File: config.mk
export PLATFORM = sky130hd
export DESIGN_NAME = dcp_cke_power
export DESIGN_NICKNAME = d
export VERILOG_FILES = /design/src/logic/dcp_pkg.sv /design/src/logic/dcp_cmd_if.sv /design/src/logic/dcp_cke_power.sv /design/src/logic/dcp_cmd_decode.sv
export SDC_FILE = /design/constraint.sdc
export NUM_CORES = 1
export LEC_CHECK = 0
export BUFFER_PORTS_ARGS = -buffer_cell sky130_fd_sc_hd__buf_4
export CORE_MARGIN = 2
export CORE_UTILIZATION = 54
export CTS_BUF_LIST = sky130_fd_sc_hd__clkbuf_16
export DETAILED_ROUTE_END_ITERATION = 7
export GPL_ROUTABILITY_DRIVEN = 0
export PLACE_DENSITY = 0.76
export SETUP_SLACK_MARGIN = 0.3
export SKIP_CTS_REPAIR_TIMING = 1
export SLEW_MARGIN = 15
export SYNTH_ARGS = -nofsm -noshare
export SYNTH_HDL_FRONTEND = slang
export SYNTH_SLANG_ARGS = --single-unit
File: constraint.sdc
create_clock -name clock -period 2.3 [get_ports clock]
set_input_delay 0.23 -clock clock [delete_from_list [all_inputs] [get_ports clock]]
set_output_delay 0.23 -clock clock [all_outputs]
set_load 0.02 [all_outputs]
File: src/logic/dcp_pkg.sv
// package: power states, command codes and timing constants of the clock-enable power logic
package dcp_pkg;

  // ***********************************************
  // power and bank state
  // ***********************************************
  typedef enum logic [2:0] {
    DCP_IDLE,
    DCP_ACTIVE,
    DCP_BUSY,
    DCP_REFRESHING,
    DCP_PD_ACTIVE,
    DCP_PD_PRECHARGE,
    DCP_SELF_REFRESH
  } dcp_state_t;

  // decoded command at the edge
  typedef enum logic [2:0] {
    DCP_CMD_NOP,
    DCP_CMD_REFRESH,
    DCP_CMD_ACTIVATE,
    DCP_CMD_PRECHARGE,
    DCP_CMD_READ,
    DCP_CMD_WRITE,
    DCP_CMD_OTHER
  } dcp_cmd_t;

  // ***********************************************
  // timing
  // ***********************************************
  localparam int DCP_CLK_PERIOD_NS   = 100;
  localparam int DCP_CKE_SYNC_STAGES = 2;
  localparam int DCP_WRITE_HOLD_NCK  = 512;
  localparam int DCP_SRX_DELAY_NS    = 1000;
  localparam int DCP_SRX_DELAY_CYC   =
    (DCP_SRX_DELAY_NS + DCP_CLK_PERIOD_NS - 1) / DCP_CLK_PERIOD_NS;
  localparam int DCP_OP_CYCLES       = 4;
  localparam int DCP_CNT_W           = 10;

endpackage : dcp_pkg

File: src/logic/dcp_cmd_if.sv
// interface: decoded command and clock-enable samples passed to the state logic
`timescale 1ns/100ps
interface dcp_cmd_if;
  import dcp_pkg::*;
  logic     cke_prev;
  logic     cke_cur;
  dcp_cmd_t cmd;
  modport src (output cke_prev, output cke_cur, output cmd);
  modport dst (input cke_prev, input cke_cur, input cmd);
endinterface : dcp_cmd_if

File: src/logic/dcp_cke_power.sv
// module: clock-enable power-state control of the dram (top)
// ***********************************************
// What this block does
// RULE_01: transitions use clock-enable at previous and current edge, state before edge.
// RULE_02: controller drops clock-enable only after mode set and update delays.
// RULE_03: clock-enable level held until one cycle before its minimum pulse.
// RULE_04: power-down entry and exit only with no-operation or deselect.
// RULE_05: self refresh exits on clock-enable rise with no-operation or deselect.
// RULE_06: banks active plus clock-enable fall with nop enters active power-down.
// RULE_07: fall during read, write, precharge picks power-down by banks at the end.
// RULE_08: fall while refreshing or all idle enters precharge power-down.
// RULE_09: self refresh entered only from idle with refresh on the falling edge.
// RULE_10: controller never requests self refresh during read or write.
// RULE_11: no internal refresh runs while in power-down.
// RULE_12: clock-enable low in low power ignores command and address inputs.
// RULE_13: controller waits exit delay and relock delay after self refresh.
// RULE_14: first write no sooner than 512 cycles after self refresh exit.
// RULE_15: termination never affects transitions and is off in self refresh.
// RULE_16: idle means banks closed, no burst, clock-enable high, timings met.
// RULE_17: any other combination needs a legal general command.
// RULE_18: deselect decodes like no-operation and ends no running operation.
// RULE_19: self refresh exit is seen without relying on internal clocking.
// RULE_20: power-down exit returns to bank-active or all-idle as before entry.
// ***********************************************
`timescale 1ns/100ps
module dcp_cke_power #(
  parameter int OP_CYCLES = dcp_pkg::DCP_OP_CYCLES
) (
  // clock and reset
  input  wire logic              clock,
  input  wire logic              rst_b,
  // command pins
  input  wire logic              cke,
  input  wire logic              cs_b,
  input  wire logic              ras_b,
  input  wire logic              cas_b,
  input  wire logic              we_b,
  input  wire logic              a10,
  input  wire logic              odt,
  // status
  output logic [2:0]             power_state,
  output logic                   in_powerdown,
  output logic                   in_selfrefresh,
  output logic                   refresh_enable,
  output logic                   odt_enable,
  output logic                   device_idle,
  output logic                   exit_settled,
  output logic                   write_allowed
);
  import dcp_pkg::*;

  // ***********************************************
  // command decode
  // ***********************************************
  dcp_cmd_if cif ();

  dcp_cmd_decode u_dec (
    .clock (clock),
    .rst_b (rst_b),
    .cke   (cke),
    .cs_b  (cs_b),
    .ras_b (ras_b),
    .cas_b (cas_b),
    .we_b  (we_b),
    .a10   (a10),
    .out   (cif)
  );

  // odt is accepted but deliberately unused in the state logic
  wire odt_unused = odt; // see RULE_15

  // ***********************************************
  // state, open-bank flag and operation timer
  // ***********************************************
  dcp_state_t             state_r;
  dcp_state_t             state_nxt;
  logic                   banks_open_r;
  logic                   banks_open_nxt;
  logic [3:0]             op_cnt_r;
  logic [3:0]             op_cnt_nxt;
  // exit counters load only on a self refresh exit, so after reset writes are allowed
  logic [DCP_CNT_W-1:0]   srx_cnt_r;
  logic [DCP_CNT_W-1:0]   srx_cnt_nxt;
  logic [DCP_CNT_W-1:0]   wr_cnt_r;
  logic [DCP_CNT_W-1:0]   wr_cnt_nxt;

  wire fall     = cif.cke_prev && !cif.cke_cur;
  wire rise     = !cif.cke_prev && cif.cke_cur;
  wire stay_low = !cif.cke_prev && !cif.cke_cur;
  wire is_nop   = (cif.cmd == DCP_CMD_NOP);
  wire op_done  = (op_cnt_r == 4'h0);
  // idle also needs the exit delay counted down; clock-enable is judged before the edge,
  // since on the entry edge itself the current sample is already low
  wire idle_ok  = (state_r == DCP_IDLE) && !banks_open_r && cif.cke_prev
                  && (srx_cnt_r == '0); // see RULE_16

  localparam logic [3:0] OP_LOAD = 4'(OP_CYCLES);
  localparam logic [DCP_CNT_W-1:0] CNT_ONE = DCP_CNT_W'(1);

  // ***********************************************
  // transition decision
  // ***********************************************
  always_comb begin
    state_nxt      = state_r;
    banks_open_nxt = banks_open_r;
    op_cnt_nxt     = op_done ? op_cnt_r : op_cnt_r - 4'h1;
    srx_cnt_nxt    = (srx_cnt_r == '0) ? srx_cnt_r : srx_cnt_r - CNT_ONE;
    wr_cnt_nxt     = (wr_cnt_r == '0) ? wr_cnt_r : wr_cnt_r - CNT_ONE;
    case (state_r)
      DCP_PD_ACTIVE, DCP_PD_PRECHARGE: begin
        // commands ignored while clock-enable stays low
        if (stay_low) state_nxt = state_r; // see RULE_12
        else if (rise && is_nop) begin // see RULE_04
          state_nxt = (state_r == DCP_PD_ACTIVE) ? DCP_ACTIVE : DCP_IDLE; // see RULE_20
        end else if (rise) begin // see RULE_04
          // any other command on the exit edge is refused and the state kept
          state_nxt = state_r;
        end
      end
      DCP_SELF_REFRESH: begin
        // the rise is taken from the pin samples alone, no internal timing
        if (stay_low) state_nxt = state_r; // see RULE_12
        else if (rise && is_nop) begin // see RULE_05 RULE_19
          state_nxt   = DCP_IDLE;
          srx_cnt_nxt = DCP_CNT_W'(DCP_SRX_DELAY_CYC);
          wr_cnt_nxt  = DCP_CNT_W'(DCP_WRITE_HOLD_NCK);
        end else if (rise) begin // see RULE_05
          // any other command on the exit edge is refused and the state kept
          state_nxt = state_r;
        end
      end
      DCP_ACTIVE: begin
        if (fall && is_nop) state_nxt = DCP_PD_ACTIVE; // see RULE_06
        else if (!fall) begin
          if (cif.cmd == DCP_CMD_READ || cif.cmd == DCP_CMD_WRITE) begin
            state_nxt  = DCP_BUSY;
            op_cnt_nxt = OP_LOAD;
          end else if (cif.cmd == DCP_CMD_PRECHARGE) begin
            state_nxt      = DCP_BUSY;
            op_cnt_nxt     = OP_LOAD;
            banks_open_nxt = 1'b0;
          end
        end
      end
      DCP_BUSY: begin
        // a nop does not cut the running operation short
        // the op timer keeps running in power-down, so a late exit finds the command done
        if (fall && is_nop) begin // see RULE_07 RULE_18
          state_nxt = banks_open_r ? DCP_PD_ACTIVE : DCP_PD_PRECHARGE;
        end else if (op_done) begin
          state_nxt = banks_open_r ? DCP_ACTIVE : DCP_IDLE;
        end
      end
      DCP_REFRESHING: begin
        if (fall && is_nop) state_nxt = DCP_PD_PRECHARGE; // see RULE_08
        else if (op_done) state_nxt = DCP_IDLE;
      end
      default: begin
        if (fall && is_nop && idle_ok) state_nxt = DCP_PD_PRECHARGE; // see RULE_08
        else if (fall && cif.cmd == DCP_CMD_REFRESH && idle_ok) begin
          state_nxt = DCP_SELF_REFRESH; // see RULE_09
        end else if (!fall && cif.cmd == DCP_CMD_REFRESH) begin
          state_nxt  = DCP_REFRESHING;
          op_cnt_nxt = OP_LOAD;
        end else if (!fall && cif.cmd == DCP_CMD_ACTIVATE) begin
          state_nxt      = DCP_ACTIVE;
          banks_open_nxt = 1'b1;
        end
      end
    endcase
  end

  always_ff @(posedge clock or negedge rst_b) begin
    if (!rst_b) begin
      state_r      <= DCP_IDLE;
      banks_open_r <= 1'b0;
      op_cnt_r     <= 4'h0;
      srx_cnt_r    <= '0;
      wr_cnt_r     <= '0;
    end else begin
      state_r      <= state_nxt; // see RULE_01
      banks_open_r <= banks_open_nxt;
      op_cnt_r     <= op_cnt_nxt;
      srx_cnt_r    <= srx_cnt_nxt;
      wr_cnt_r     <= wr_cnt_nxt;
    end
  end

  // ***********************************************
  // registered status outputs
  // ***********************************************
  wire pd_nxt = (state_nxt == DCP_PD_ACTIVE) || (state_nxt == DCP_PD_PRECHARGE);
  wire sr_nxt = (state_nxt == DCP_SELF_REFRESH);
  // a refused fall leaves the state idle with clock-enable low, which is not idle
  wire idle_nxt    = (state_nxt == DCP_IDLE) && !banks_open_nxt && (srx_cnt_nxt == '0)
                     && cif.cke_cur; // see RULE_16
  wire settled_nxt = (srx_cnt_nxt == '0);
  wire wr_ok_nxt   = (wr_cnt_nxt == '0);

  always_ff @(posedge clock or negedge rst_b) begin
    if (!rst_b) begin
      power_state    <= 3'h0;
      in_powerdown   <= 1'b0;
      in_selfrefresh <= 1'b0;
      refresh_enable <= 1'b1;
      odt_enable     <= 1'b1;
      device_idle    <= 1'b0;
      exit_settled   <= 1'b1;
      write_allowed  <= 1'b1;
    end else begin
      power_state    <= 3'(state_nxt);
      in_powerdown   <= pd_nxt;
      in_selfrefresh <= sr_nxt;
      refresh_enable <= !pd_nxt;                 // see RULE_11
      odt_enable     <= !sr_nxt;                 // see RULE_15
      device_idle    <= idle_nxt;
      exit_settled   <= settled_nxt;
      write_allowed  <= wr_ok_nxt;
    end
  end

endmodule : dcp_cke_power

File: src/logic/dcp_cmd_decode.sv
// module: synchronises the command pins and decodes the command at each edge
`timescale 1ns/100ps
module dcp_cmd_decode (
  // clock and reset
  input  wire logic clock,
  input  wire logic rst_b,
  // pins
  input  wire logic cke,
  input  wire logic cs_b,
  input  wire logic ras_b,
  input  wire logic cas_b,
  input  wire logic we_b,
  input  wire logic a10,
  // decoded output
  dcp_cmd_if.src    out
);
  import dcp_pkg::*;

  // ***********************************************
  // two-stage synchronisers
  // ***********************************************
  logic [5:0] s1_r;
  logic [5:0] s2_r;
  logic       cke_prev_r;

  always_ff @(posedge clock or negedge rst_b) begin
    if (!rst_b) begin
      s1_r       <= 6'h00;
      s2_r       <= 6'h00;
      cke_prev_r <= 1'b0;
    end else begin
      s1_r       <= {cke, cs_b, ras_b, cas_b, we_b, a10};
      s2_r       <= s1_r;
      cke_prev_r <= s2_r[5];
    end
  end

  wire       cs_n_s  = s2_r[4];
  wire [2:0] rcw     = s2_r[3:1];
  // deselect decodes exactly as no-operation
  wire       is_nop  = cs_n_s || (rcw == 3'h7); // see RULE_18
  dcp_cmd_t  cmd_w;

  always_comb begin
    if (is_nop)              cmd_w = DCP_CMD_NOP;
    else if (rcw == 3'h1)    cmd_w = DCP_CMD_REFRESH;
    else if (rcw == 3'h3)    cmd_w = DCP_CMD_ACTIVATE;
    else if (rcw == 3'h2)    cmd_w = DCP_CMD_PRECHARGE;
    else if (rcw == 3'h5)    cmd_w = DCP_CMD_READ;
    else if (rcw == 3'h4)    cmd_w = DCP_CMD_WRITE;
    else                     cmd_w = DCP_CMD_OTHER;
  end

  assign out.cke_prev = cke_prev_r; // see RULE_01
  assign out.cke_cur  = s2_r[5];
  assign out.cmd      = cmd_w;

endmodule : dcp_cmd_decode

## Word level (Yosys, flattened, before mapping)

Index checks and enable logic that the tools add are counted.

- Logic and storage cells: 126
- Register bits: 48
- Output and inout bits: 10

- $add $sub $neg: 3
- Mux-type cells: 52
- Reduce and logical (&&, ||, !) cells: 36
- Eq/ne operators: 20

Operators by type and width:

| operator | number |
|---|---|
| $mux W10 | 8 |
| $mux W3 | 21 |
| $logic_not A10 Y1 | 4 |
| $eq A3 B3 Y1 const B | 11 |
| $mux W4 | 8 |
| $sub A10 B1 Y10 const B | 2 |
| $eq A3 B2 Y1 const B | 6 |
| $logic_and A1 B1 Y1 | 16 |
| $pmux W3 S5 | 1 |
| $mux W1 | 11 |
| $eq A3 B1 Y1 const B | 3 |
| $logic_not A3 Y1 | 3 |
| $pmux W4 S2 | 1 |
| $logic_not A1 Y1 | 7 |
| $reduce_or A5 Y1 | 1 |
| $logic_not A4 Y1 | 1 |
| $sub A4 B1 Y4 const B | 1 |
| $logic_or A1 B1 Y1 | 3 |
| $mux W2 | 1 |
| $pmux W1 S2 | 1 |
| $reduce_or A2 Y1 | 1 |

## Longest topological paths before layout

- Word-level depth: 18
- Depth in mapped cells: 10

## Cells and area by module

Synthesis repeated with hierarchy kept, for this count alone.

- Cell total of the unflattened synthesis: 268
- Area total of the unflattened synthesis: 2601.2 µm²

Modules (own cells, without submodules):

| module | cells each | area an instance (µm²) | instances | seq. area each (µm²) |
|---|---|---|---|---|
| dcp_cke_power | 247 | 2269.7 | 1 | 880.8 |
| dcp_cmd_decode | 21 | 331.6 | 1 | 275.3 |

## Least setup slack after synthesis

OpenSTA, ideal clock, no wires.

- Kind: register -> register
- Start point: reg srx_cnt_r[0]
- End point: reg device_idle
- Slack: 48 ps
- Arrival time: 2157 ps
- Cell stages (with the launch flop): 11
- Library setup time: 96 ps
- Period minus slack after synthesis: 2252 ps
- Buffers on the path: 2
- Path through: dfrtp_1 -> clkbuf_1 -> inv_1 -> ha_1 -> or3b_1 -> buf_6 -> a2111oi_4 -> o2111ai_1 -> nor3_2 -> nand2_1 -> nor4_2

RTL lines:

| item | line | RTL |
|---|---|---|
| start, declared | dcp_cke_power.sv:82 | `logic [DCP_CNT_W-1:0] srx_cnt_r;` |
| start signal, assigned | dcp_cke_power.sv:184 | `srx_cnt_r <= srx_cnt_nxt;` |
| $sub A10 B1 Y10 / $logic_not A10 Y1 (equally long branches) | dcp_cke_power.sv:107 | `srx_cnt_nxt = (srx_cnt_r == '0) ? srx_cnt_r : srx_cnt_r - CNT_ONE;` |
| $mux W10 * | dcp_cke_power.sv:107 |  |
| $mux W10 | dcp_cke_power.sv:123 | `else if (rise && is_nop) begin` |
| $mux W10 | dcp_cke_power.sv:122 | `if (stay_low) state_nxt = state_r;` |
| $mux W10 * | dcp_cke_power.sv:109 | `case (state_r)` |
| $logic_not A10 Y1 * | - |  |
| net settled_nxt | dcp_cke_power.sv:197 | `wire settled_nxt = (srx_cnt_nxt == '0);` |
| $logic_and A1 B1 Y1 * | dcp_cke_power.sv:195 | `wire idle_nxt = (state_nxt == DCP_IDLE) && !banks_open_nxt && (srx_cnt_nxt == '0)` |
| $logic_and A1 B1 Y1 * | dcp_cke_power.sv:196 | `&& cif.cke_cur;` |
| net idle_nxt | dcp_cke_power.sv:195 |  |
| end signal, assigned | dcp_cke_power.sv:216 | `device_idle <= idle_nxt;` |
| end, declared | dcp_cke_power.sv:46 | `output logic device_idle,` |

The timed path passes the listed nets; every way through them passes the cells marked *.

## Worst setup path after layout

- Start point: reg srx_cnt_r[2]
- End point: reg device_idle

Same word-level chain as after synthesis.

==> results by group <==
Power and ir drop
  – Switch share: 40.24%
  – Comb pwr share: 46.9%
  – Pwr Density: 1355 nW/um2
  – Clk pwr share: 18.3%
  – Psw: 1.763 mW
  – Pleak: 1.318 nW
  – Flop pwr share: 34.8%
  – Int Pwr: 2.618 mW
  – Post-layout power: 4.382 mW
  – Maximum vdd drop: 0.7035 mV

Logic synthesis
  – Largest cells by area after synthesis: dfrtp_1, nor2_1, dfstp_2
  – Most used DFF post-synth: dfrtp_1
  – Yosys reg bits: 46
  – Post-synth EDFFs: 0
  – Synth Cell Area: 2571 um2
  – Synth warn: 0
  – Synth unique cells: 59
  – Post-synth top area share: 40.88%
  – Syn Nets: 279
  – Synth area leader: dfrtp_1
  – Sequential fraction of the synthesis area: 44.96%
  – Synth Instances: 267
  – Asr flop ratio synth: 100.0%
  – Syn Area/Cell: 9.630 um2

Routing
  – Antenna-violating nets left: 0
  – Initial detailed-routing violation count: 120
  – Via count: 2132
  – Drt first pass iters: 4
  – Avg WL per Cell: 14.61 um
  – Final wirelength: 5.245 mm
  – Via density: 5.939
  – DRC: 0

Floorplan
  – Core area: 4661 um2
  – DIE WIDTH: 73.01 um
  – I/O pins: 19
  – Initial core utilization: 55.17%
  – DIE AREA: 5330 um2
  – Rows: 25
  – Die Height: 73.01 um

Finish
  – Multi-input gate area: 1486 um2
  – Final nets: 316
  – Syn-to-layout area delta: 25.79%
  – Share of cells above drive strength 1: 33.44%
  – # diodes: 0
  – Seq. cell area: 1164 um2
  – FILL cells: 339

STA
  – Total Negative Setup Slacks: 0 ns
  – Final hold vios: 0
  – Fin. max-slew vios: 0
  – Min Tclk post-route: 2.120 ns
  – Final hold slack: 0.04807 ns
  – Least-Margin Pin Slew: 0.5743 ns
  – Period Utilization, post-route: 92.16%
  – F_max: 0.4718 GHz
  – Setup violators final: 0
  – Final Skew: 0.007413 ns
  – Rel. slew slack: 61.36%
  – Unrepaired setup endpoints after global routing: yes

Global routing
  – All-Layer GR Usage: 19.57%
  – First-pass GRT wire length: 8.238 mm
  – Vias in the first global route: 1855
  – Grt ovf: 0
  – Initial antenna violation count: 0
  – Pin count of the biggest net entering global routing: 47

Min path
  – Hold Path Class: input port to register
  – Worst Hold Depth: 1

Worst setup path
  – WS Path Type: register to register
  – Crit end category: register
  – Max FO, Critical Path: 8
  – R2R cell count: 6
  – Critical Path AT: 2.32 ns
  – Critical Path Source Type: register
  – Worst Path Required: 2.50 ns

CTS
  – Root buffer cell: clkbuf_16
  – Total CTS buffers: 5
  – H-tree Lvls: 2
  – Clk pin slew, worst setup/hold paths: 0.07 ns
  – Clock tree buffer depth: 2
  – Clk_lat worst skew: 0.29 ns
  – CTS tree: yes
  – Clock sinks: 46

Placement
  – Port Buf Inserts: 16
  – DP HPWL: 3.348 mm

Status
  – Status: finished, final reports clean

Run
  – Max-cap viol count: 0
-- cells in the final DEF (no fill, tap or decap), types with 3 or more instances in the layout --
| cell | netlist | layout |
|---|---|---|
| a211oi_1 | 3 | 3 |
| a21oi_1 | 11 | 11 |
| buf_4 | 0 | 39 |
| clkbuf_16 | 0 | 5 |
| dfrtp_1 | 42 | 36 |
| dfrtp_2 | 0 | 6 |
| dfstp_2 | 4 | 4 |
| inv_1 | 12 | 11 |
| mux2i_1 | 4 | 4 |
| nand2_1 | 18 | 17 |
| nand2b_1 | 3 | 3 |
| nand3_1 | 11 | 9 |
| nor2_1 | 42 | 40 |
| nor3_1 | 11 | 10 |
| nor3_4 | 1 | 3 |
| nor3b_1 | 7 | 5 |
| nor4_1 | 5 | 3 |
| o211ai_1 | 4 | 4 |
| o21ai_0 | 5 | 4 |
| o31ai_1 | 5 | 3 |
| or3_1 | 6 | 6 |
| xnor2_1 | 4 | 4 |
| xor2_1 | 4 | 4 |
-- area by class of cell --
class | count | area share (%)
Clock inverter | 3 | 1.277
Tap cell | 54 | 2.089
Multi-Input combinational cell | 199 | 45.96
Inverter | 12 | 1.470
Clock buffer | 5 | 3.868
Timing Repair Buffer | 40 | 9.362
Sequential cell | 46 | 35.98
-- worst max-delay path, stage by stage, from the launching register on --
cell	delay, ns
dfrtp_2	0.45
or4_2	0.66
o21ai_0	0.26
o2111ai_2	0.19
nor3_2	0.24
nand2_1	0.09
nor4_2	0.14
-- cells by family (layout without fill, tap and decap cells) --
logic type,after synthesis,in the layout,synth area share [%]
AO/OA/AOI/OAI,50,50,16.01
XOR/XNOR,8,8,2.725
adder cells (fa/ha/maj),3,3,1.460
buffers and inverters,22,60,4.233
flip-flops,46,46,44.96
multiplexers,5,5,1.995
AND/OR/NAND/NOR,133,133,28.61
-- path summary, 6_finish.rpt --
path                          startpoint             to  slack [ns]
setup / recovery            srx_cnt_r[2]    device_idle        0.18
hold / removal                      cs_b  u_dec.s1_r[4]        0.05
setup reg to reg            srx_cnt_r[2]    device_idle        0.18
hold reg to reg            u_dec.s1_r[3]  u_dec.s2_r[3]        0.35
max in group asynchronous          rst_b    wr_cnt_r[2]        1.41
min in group asynchronous          rst_b    wr_cnt_r[0]        0.47
-- synth_stat cells, drive strengths merged (6+ instances only) --
master	number
a21oi	11
nor3b	8
o21ai	6
nand3	12
nor3	15
nor2	42
or3	8
clkbuf	7
dfrtp	42
nand2	18
nor4	6
o31ai	6
inv	12
-- metal layers --
layer | vias up | GRT usage (%) | share of wire [%]
li1 | 1037 | - | -
met1 | 1055 | 26.97 | 46
met2 | 34 | 30.53 | 50
met3 | 6 | 4.558 | 2.8
met4 | 0 | 6.173 | 1.4
met5 | - | 0 | 0
-- power groups by stage --
stage	clock, mW	combinational (mW)	sequential (mW)
2_1_floorplan	0	1.39	1.42
3_3_place_gp	0	1.66	1.47
3_5_place_dp	0	1.71	1.48
4_1_cts	0.823	1.72	1.47
5_1_grt	0.846	2.28	1.58
6_report	0.800	2.05	1.53
-- flip-flops by register name (all words and copies together), names as in the netlist, 3 cells and up --
name         count
srx_cnt_r       10
op_cnt_r         4
wr_cnt_r        10
u_dec.s2_r       5
u_dec.s1_r       5
power_state      3
-- metrics by stage --
stage               instance area, um2  setup WS [ns]  instances  util, %
CTS                               2965         0.1051        345    63.62
finish                            3234         0.1803        359    69.40
detailed placement                2799         0.1206        337    60.05
global placement                  2799         0.1626        337    60.05
floorplan                         2610         0.2961        267        -
global route                      3234        0.03511        359    69.40
No activity file was read; power rests on OpenSTA's default activity.
